===== config.mk =====
export PLATFORM = sky130hd
export DESIGN_NAME = pkwd_top
export DESIGN_NICKNAME = d
export VERILOG_FILES = /design/src/rtl/pkwd_pkg.sv /design/src/rtl/pkwd_deglitch.sv /design/src/rtl/pkwd_top.sv
export SDC_FILE = /design/constraint.sdc
export NUM_CORES = 1
export LEC_CHECK = 0
export CORE_ASPECT_RATIO = 1.25
export CORE_MARGIN = 10
export CORE_UTILIZATION = 60
export CTS_CLUSTER_SIZE = 14
export DETAILED_ROUTE_END_ITERATION = 16
export DONT_BUFFER_PORTS = 1
export PLACE_DENSITY = 0.76
export SETUP_SLACK_MARGIN = 0.5
export SLEW_MARGIN = 40
export SYNTH_ARGS = -nofsm -noshare
export SYNTH_HDL_FRONTEND = slang
export SYNTH_SLANG_ARGS = --single-unit

===== constraint.sdc =====
create_clock -name ref_clk -period 7 [get_ports ref_clk]
set_input_delay 0.35 -clock ref_clk [delete_from_list [all_inputs] [get_ports ref_clk]]
set_output_delay 0.35 -clock ref_clk [all_outputs]
set_load 0.05 [all_outputs]

===== src/rtl/pkwd_pkg.sv =====
// constants and types shared by the pin kicked watchdog
package pkwd_pkg;

  // reference clock
  localparam int unsigned CLK_MHZ = 125;

  // variant codes: 0 short, 1..3 longer timeouts
  localparam logic [1:0] VAR_SHORT = 2'h0;
  localparam logic [1:0] VAR_MID = 2'h1;
  localparam logic [1:0] VAR_LONG = 2'h2;
  localparam logic [1:0] VAR_XLONG = 2'h3;

  // timeout periods per variant in microseconds
  localparam int unsigned TWD_US [4] = '{3400, 6300, 102000, 1600000};

  // alarm hold time of the longer variants in microseconds
  localparam int unsigned HOLD_US = 210000;

  // least alarm pulse width in microseconds
  localparam int unsigned MIN_PULSE_US = 10;

  // glitch rejection time of both inputs in nanoseconds
  localparam int unsigned GLITCH_NS = 100;

  // derived cycle counts (least times round up)
  localparam int unsigned MIN_PULSE_CYC = MIN_PULSE_US * CLK_MHZ;
  localparam int unsigned GLITCH_CYC = (GLITCH_NS * CLK_MHZ + 999) / 1000;
  localparam int unsigned HOLD_CYC = HOLD_US * CLK_MHZ;

  // counter widths
  localparam int unsigned CNT_W = 28;
  localparam int unsigned FLT_W = 4;

  // reset values
  localparam logic ALARM_N_RST = 1'b1;
  localparam logic PIN_RST = 1'b0;

  // timeout in cycles for a variant code
  function automatic int unsigned twd_cycles(input logic [1:0] variant);
    twd_cycles = TWD_US[variant] * CLK_MHZ;
  endfunction

  // watchdog phases
  typedef enum logic [0:0] {
    ST_WATCH = 1'b0,
    ST_ALARM = 1'b1
  } pkwd_state_t;

endpackage


===== src/rtl/pkwd_deglitch.sv =====
// input synchroniser with glitch filter and edge pulses
`timescale 1ns/100ps
module pkwd_deglitch (
  // clock and reset
  input wire logic ref_clk,
  input wire logic arst_n,
  // raw pin
  input wire logic pin_in,
  // filtered level and one-cycle edge pulses
  output logic level_o,
  output logic rise_o,
  output logic fall_o
);

  localparam logic [pkwd_pkg::FLT_W-1:0] FLT_LAST =
    pkwd_pkg::FLT_W'(pkwd_pkg::GLITCH_CYC - 1);

  logic sync1_ff;
  logic sync2_ff;
  logic level_ff;
  logic rise_ff;
  logic fall_ff;
  logic [pkwd_pkg::FLT_W-1:0] stab_ff;
  logic take;

  // two flop synchroniser, reset to the idle pin level
  always_ff @(posedge ref_clk or negedge arst_n) begin
    if (!arst_n) begin
      sync1_ff <= pkwd_pkg::PIN_RST;
      sync2_ff <= pkwd_pkg::PIN_RST;
    end else begin
      sync1_ff <= pin_in;
      sync2_ff <= sync1_ff;
    end
  end

  // a new level is taken only after it held for the whole filter time
  assign take = (sync2_ff != level_ff) && (stab_ff == FLT_LAST);

  // stability counter restarts whenever the input returns
  always_ff @(posedge ref_clk or negedge arst_n) begin
    if (!arst_n) begin
      stab_ff <= '0;
    end else if (sync2_ff == level_ff || take) begin
      stab_ff <= '0;
    end else begin
      stab_ff <= stab_ff + 1'b1;
    end
  end

  // filtered level and its edges
  always_ff @(posedge ref_clk or negedge arst_n) begin
    if (!arst_n) begin
      level_ff <= pkwd_pkg::PIN_RST;
      rise_ff <= 1'b0;
      fall_ff <= 1'b0;
    end else begin
      if (take) begin
        level_ff <= sync2_ff;
      end
      rise_ff <= take && sync2_ff;
      fall_ff <= take && !sync2_ff;
    end
  end

  assign level_o = level_ff;
  assign rise_o = rise_ff;
  assign fall_o = fall_ff;
endmodule


===== src/rtl/pkwd_top.sv =====
// pin kicked watchdog timer with filtered kick and inhibit inputs
// Functional notes
// - one fixed variant: 3.4/6.3/102 ms or 1.6 s
// - every alarm edge clears the counter
// - valid inhibit pulse clears the counter
// - rise clears always; fall only longer variants
// - kick pulses over 100 ns taken, short glitches dropped
// - constant kick makes alarm toggle repeatedly
// - counting starts at power-up; timeout drives alarm
// - longer variants hold alarm, ignoring kick
// - short variant alarm 10 us to timeout
// - alarm active low, open drain or push-pull
// - high inhibit suspends the watchdog
// - early inhibit: alarm high through inhibit plus timeout
// - inhibit releases alarm after 10 us least
// - inhibit pulses over 100 ns taken, glitches dropped
// - inhibit idles enabled through a pull-down
`timescale 1ns/100ps
module pkwd_top #(
  parameter logic [1:0] VARIANT = pkwd_pkg::VAR_SHORT,
  parameter bit OPEN_DRAIN = 1'b1,
  parameter int unsigned TWD_CYC = pkwd_pkg::twd_cycles(VARIANT),
  parameter int unsigned HOLD_CYC = pkwd_pkg::HOLD_CYC
) (
  // clock and power-on reset (supply above threshold)
  input wire logic ref_clk,
  input wire logic arst_n,
  // host side pins
  input wire logic kick_in,
  input wire logic inhibit_in,
  // alarm pin, split into level and enable
  output logic alarm_out_n,
  output logic alarm_oe,
  // observation of the watchdog phase
  output logic alarm_active
);

  // short variant differs in edge use and alarm length
  localparam bit IS_SHORT = (VARIANT == pkwd_pkg::VAR_SHORT);

  localparam logic [pkwd_pkg::CNT_W-1:0] TWD_LAST =
    pkwd_pkg::CNT_W'(TWD_CYC - 1);
  localparam logic [pkwd_pkg::CNT_W-1:0] HOLD_LAST =
    pkwd_pkg::CNT_W'(HOLD_CYC - 1);
  localparam logic [pkwd_pkg::CNT_W-1:0] MIN_LAST =
    pkwd_pkg::CNT_W'(pkwd_pkg::MIN_PULSE_CYC - 1);

  pkwd_pkg::pkwd_state_t state_ff;
  pkwd_pkg::pkwd_state_t nxt_state;
  logic [pkwd_pkg::CNT_W-1:0] cnt_ff;
  logic [pkwd_pkg::CNT_W-1:0] nxt_cnt;
  logic alarm_n_ff;
  logic nxt_alarm_n;
  logic seen_ff;
  logic nxt_seen;
  logic oe_ff;

  logic kick_rise;
  logic kick_fall;
  logic inh_lvl;
  logic kick_clr;
  logic min_done;
  logic release_now;

  // kick pin: synchronised and filtered before any use
  pkwd_deglitch u_kick_flt (
    .ref_clk (ref_clk),
    .arst_n (arst_n),
    .pin_in (kick_in),
    .level_o (),
    .rise_o (kick_rise),
    .fall_o (kick_fall)
  );

  // inhibit pin: floating pin reads low, filter resets to enabled
  pkwd_deglitch u_inh_flt (
    .ref_clk (ref_clk),
    .arst_n (arst_n),
    .pin_in (inhibit_in),
    .level_o (inh_lvl),
    .rise_o (),
    .fall_o ()
  );

  // kick edges that restart the timeout for this variant
  assign kick_clr = kick_rise || (!IS_SHORT && kick_fall);

  // least alarm width reached
  assign min_done = (cnt_ff >= MIN_LAST);

  // end of the alarm phase
  always_comb begin
    if (inh_lvl) begin
      release_now = min_done;
    end else if (IS_SHORT) begin
      release_now = (cnt_ff == TWD_LAST) ||
                    (min_done && (seen_ff || kick_rise));
    end else begin
      release_now = (cnt_ff == HOLD_LAST);
    end
  end

  // next phase, count and alarm level
  always_comb begin
    nxt_state = state_ff;
    nxt_cnt = cnt_ff + 1'b1;
    nxt_alarm_n = alarm_n_ff;
    nxt_seen = seen_ff;
    unique case (state_ff)
      pkwd_pkg::ST_WATCH: begin
        nxt_seen = 1'b0;
        if (inh_lvl) begin
          nxt_cnt = '0;
        end else if (kick_clr) begin
          nxt_cnt = '0;
        end else if (cnt_ff == TWD_LAST) begin
          nxt_state = pkwd_pkg::ST_ALARM;
          nxt_alarm_n = 1'b0;
          nxt_cnt = '0;
        end
      end
      pkwd_pkg::ST_ALARM: begin
        if (release_now) begin
          nxt_state = pkwd_pkg::ST_WATCH;
          nxt_alarm_n = 1'b1;
          nxt_cnt = '0;
          nxt_seen = 1'b0;
        end else if (IS_SHORT && kick_rise) begin
          nxt_seen = 1'b1; // early kick ends alarm at 10 us
        end
      end
    endcase
  end

  // phase register
  always_ff @(posedge ref_clk or negedge arst_n) begin
    if (!arst_n) begin
      state_ff <= pkwd_pkg::ST_WATCH;
    end else begin
      state_ff <= nxt_state;
    end
  end

  // interval counter, starts from zero at reset release
  always_ff @(posedge ref_clk or negedge arst_n) begin
    if (!arst_n) begin
      cnt_ff <= '0;
    end else begin
      cnt_ff <= nxt_cnt;
    end
  end

  // alarm level and remembered kick of the short variant
  always_ff @(posedge ref_clk or negedge arst_n) begin
    if (!arst_n) begin
      alarm_n_ff <= pkwd_pkg::ALARM_N_RST;
      seen_ff <= 1'b0;
    end else begin
      alarm_n_ff <= nxt_alarm_n;
      seen_ff <= nxt_seen;
    end
  end

  // pin enable: open drain drives only while low
  always_ff @(posedge ref_clk or negedge arst_n) begin
    if (!arst_n) begin
      oe_ff <= !OPEN_DRAIN;
    end else begin
      oe_ff <= OPEN_DRAIN ? !nxt_alarm_n : 1'b1;
    end
  end

  // open drain pulls low only; push-pull drives the level
  assign alarm_out_n = OPEN_DRAIN ? 1'b0 : alarm_n_ff;
  assign alarm_oe = oe_ff;
  assign alarm_active = !alarm_n_ff;
endmodule


==> impl_metrics.env <==
export IMPL_hp_start="kick_in"
export IMPL_setup_tns_ns=0
export IMPL_final_layout_size_suffix_gt1_share_pct=7.59
export IMPL_portBuffers=0
export IMPL_n_antenna_cell=0
export IMPL_wl_per_cell_um=14.5
export IMPL_synth_cell_types=31
export IMPL_syn_area_um2=2250
export IMPL_rsz0062_at_grt="no"
export IMPL_grt_max_degree=48
export IMPL_ir_worst_vdd_v=0.000176
export IMPL_slowest_delay_ns=0.54
export IMPL_hold_viol=0
export IMPL_die_w_um=74.8
export IMPL_pin_count=7
export IMPL_cts_max_path_buffers=2
export IMPL_startpoint_type="flop"
export IMPL_htree_levels=2
export IMPL_cts_hold_fix_buffers=2
export IMPL_reg_top3="cnt_ff: 28 flops, u_inh_flt.stab_ff: 4 flops, u_kick_flt.stab_ff: 4 flops"
export IMPL_largest_register="cnt_ff"
export IMPL_finalSetupViolations=0
export IMPL_first_iter_violations=46
export IMPL_clkTransAtPathRegs_ns=0.08
export IMPL_antenna_found_initial=0
export IMPL_largest_reg_flops=28
export IMPL_gp_congestion=0.822
export IMPL_syn_avg_cell_area_um2=10.3
export IMPL_fin_hold_ws_ns=0.0750
export IMPL_cts_inserted_buffers=5
export IMPL_yosys_register_bits=47
export IMPL_place_area_um2=2270
export IMPL_cp_max_fo=28
export IMPL_power_density_nw_per_um2=236
export IMPL_avgViaCountPerCell=5.83
export IMPL_drv_slew=0
export IMPL_final_design_area_no_fill_um2=2390
export IMPL_period_minus_slack_ns=2.36
export IMPL_core_um2=3540
export IMPL_worstPathArrival_ns=2.59
export IMPL_grt_overflow=0
export IMPL_timing_final_ws_setup_ns=4.64
export IMPL_internal_power_mw=0.402
export IMPL_slew_headroom_pct=51.9
export IMPL_reg2regPathDepth=5
export IMPL_path_class="reg -> reg"
export IMPL_fp_dieH_um=88.4
export IMPL_clock_sinks=47
export IMPL_required_ns=7.23
export IMPL_drc=0
export IMPL_fp_dieArea_um2=6610
export IMPL_clk_latency_ns=0.30
export IMPL_r2r_slack_ns=4.64
export IMPL_fin_crit_sh_pct=33.7
export IMPL_cp_slowest_cell="or4_4"
export IMPL_reg2reg_from="cnt_ff[9]"
export IMPL_cts_root_buffer="clkbuf_8"
export IMPL_antenna_left=0
export IMPL_hpwl_um=2780
export IMPL_p_leak_nw=1.12
export IMPL_cts_resized=0
export IMPL_finalClockSkew_ns=0.00776
export IMPL_rows=24
export IMPL_endpoint_kind="flop"
export IMPL_start_util_pct=63.5
export IMPL_grt_pass1_wl_um=6900
export IMPL_tritoncts="done"
export IMPL_fin_nets=234
export IMPL_syn_instance_count=218
export IMPL_routed_wl_um=3810
export IMPL_hold_class="in -> reg"
export IMPL_worstMarginPinSlew_ns=0.716
export IMPL_dr_pass1_iters=4
export IMPL_pwr_share_clk_pct=27.7
export IMPL_fin_util_pct=67.5
export IMPL_yosysWarnings=0
export IMPL_crit_end="cnt_ff[14]"
export IMPL_syn_num_nets=229
export IMPL_place_ws_ns=4.64
export IMPL_cp_cell_sequence="or4_4 -> o311a_1 -> or4_1 -> o31a_2 -> nor2_1"
export IMPL_vias=1532
export IMPL_synthToLayoutAreaGrowth_pct=6.40
export IMPL_fmax_mhz=423
export IMPL_startpoint="cnt_ff[9]"
export IMPL_grt_pass1_vias=1568
export IMPL_switching_share_pct=28.7
export IMPL_status="completed"
export IMPL_grt_usage_pct=13.4
export IMPL_whs_path_depth=0
export IMPL_p_switching_mw=0.162
export IMPL_combPwrFrac_pct=14.5
export IMPL_cap_violations=0
export IMPL_post_cts_setup_buffers=0
export IMPL_rr_endpoint="cnt_ff[14]"
export IMPL_yosysSeqAreaShare_pct=52.4
export IMPL_seq_power_share_pct=57.8
stage by stage:
stage / std cells / power, mW
after floorplan: 218 / 0.385
after global placement: 253 / 0.397
after detailed placement: 253 / 0.405
after CTS: 263 / 0.568
after global routing: 263 / 0.601
final: 263 / 0.564
worst max-delay path: cells and delay by family, from the launching register on:
kind	cells	cell delay, ns
AO/OA/AOI/OAI	2	0.68
flip-flops	1	0.45
AND/OR/NAND/NOR	3	1.15
per-layer routing:
layer	part of all wire [%]	routed length [µm]	up-vias	global-route usage, %
met5	0	0	-	0
met4	1.8	67	0	5.69
met3	3.1	117	7	4.15
met2	52	1990	20	23.3
met1	43	1640	753	14.7
li1	-	-	752	-
power by group through the flow:
stage / logic (mW) / clock network, mW / registers (mW)
floorplan: 0.0620 / 0 / 0.323
global placement: 0.0685 / 0 / 0.328
detailed placement: 0.0746 / 0 / 0.331
CTS: 0.0830 / 0.160 / 0.325
global route: 0.0954 / 0.176 / 0.329
finish: 0.0817 / 0.156 / 0.326
synth_stat cells:
| master | instances | area (µm²) |
|---|---|---|
| or3_1 | 2 | 12.5 |
| inv_1 | 10 | 37.5 |
| or4_4 | 1 | 11.3 |
| nor2_1 | 41 | 154 |
| buf_6 | 3 | 33.8 |
| conb_1 | 1 | 3.75 |
| o31a_1 | 1 | 8.76 |
| o41ai_1 | 1 | 8.76 |
| or2_2 | 2 | 12.5 |
| ha_1 | 7 | 87.6 |
| nor4bb_1 | 1 | 10.0 |
| o311a_1 | 1 | 10.0 |
| buf_4 | 1 | 7.51 |
| and4_1 | 3 | 26.3 |
| nor3_1 | 3 | 15.0 |
| dfrtp_1 | 46 | 1150 |
| a311o_1 | 1 | 10.0 |
| xnor2_1 | 11 | 96.3 |
| and3_1 | 5 | 31.3 |
| nor4_1 | 10 | 62.6 |
| nand2b_1 | 1 | 6.26 |
| dfstp_2 | 1 | 26.3 |
| and2_1 | 2 | 12.5 |
| or4_1 | 2 | 15.0 |
| nand3_1 | 15 | 75.1 |
| nor2b_1 | 1 | 6.26 |
| mux2_2 | 2 | 22.5 |
| nand2_1 | 12 | 45.0 |
| xor2_1 | 21 | 184 |
| nand4_1 | 8 | 50.1 |
| nor3b_1 | 2 | 15.0 |
layout by cell type (no fill, tap or decap), types with 3 or more instances in the layout:
master	n
and3_1	5
and4_1	3
clkbuf_8	5
dfrtp_1	46
ha_1	7
inv_1	10
nand2_1	12
nand3_1	15
nand4_1	8
nor2_1	41
nor3_1	3
nor4_1	8
xnor2_1	11
xor2_1	21
how the worst min path moves through the flow:
stage	end	slack (ns)
2_1_floorplan	alarm_oe	0.05
3_3_place_gp	u_inh_flt.stab_ff[2]	0.06
3_5_place_dp	u_inh_flt.stab_ff[2]	0.06
6_report	u_kick_flt.sync1_ff	0.07
4_1_cts	u_kick_flt.sync1_ff	0.06
5_1_grt	u_inh_flt.sync1_ff	0.05
cell families (layout without fill, tap and decap cells):
kind of cell	count (synthesis)	after routing	share of synthesized area, %
compound gates	4	4	1.67
xor+xnor	32	32	12.5
fa+ha+maj	7	7	3.90
buf+inv	14	20	3.51
flops	47	47	52.4
mux	2	2	1.00
other cells	1	1	0.167
simple gates	111	111	24.9
area by class of cell:
| class | count | area, µm² |
|---|---|---|
| clock buffer | 6 | 72.6 |
| tap | 39 | 48.8 |
| multi-input combinational | 157 | 1010 |
| timing repair buffer | 2 | 37.5 |
| sequential | 47 | 1180 |
| inverter | 10 | 37.5 |
| fill | 271 | 1150 |
| clock inverter | 2 | 12.5 |
Power figures use the tool's default switching activity.
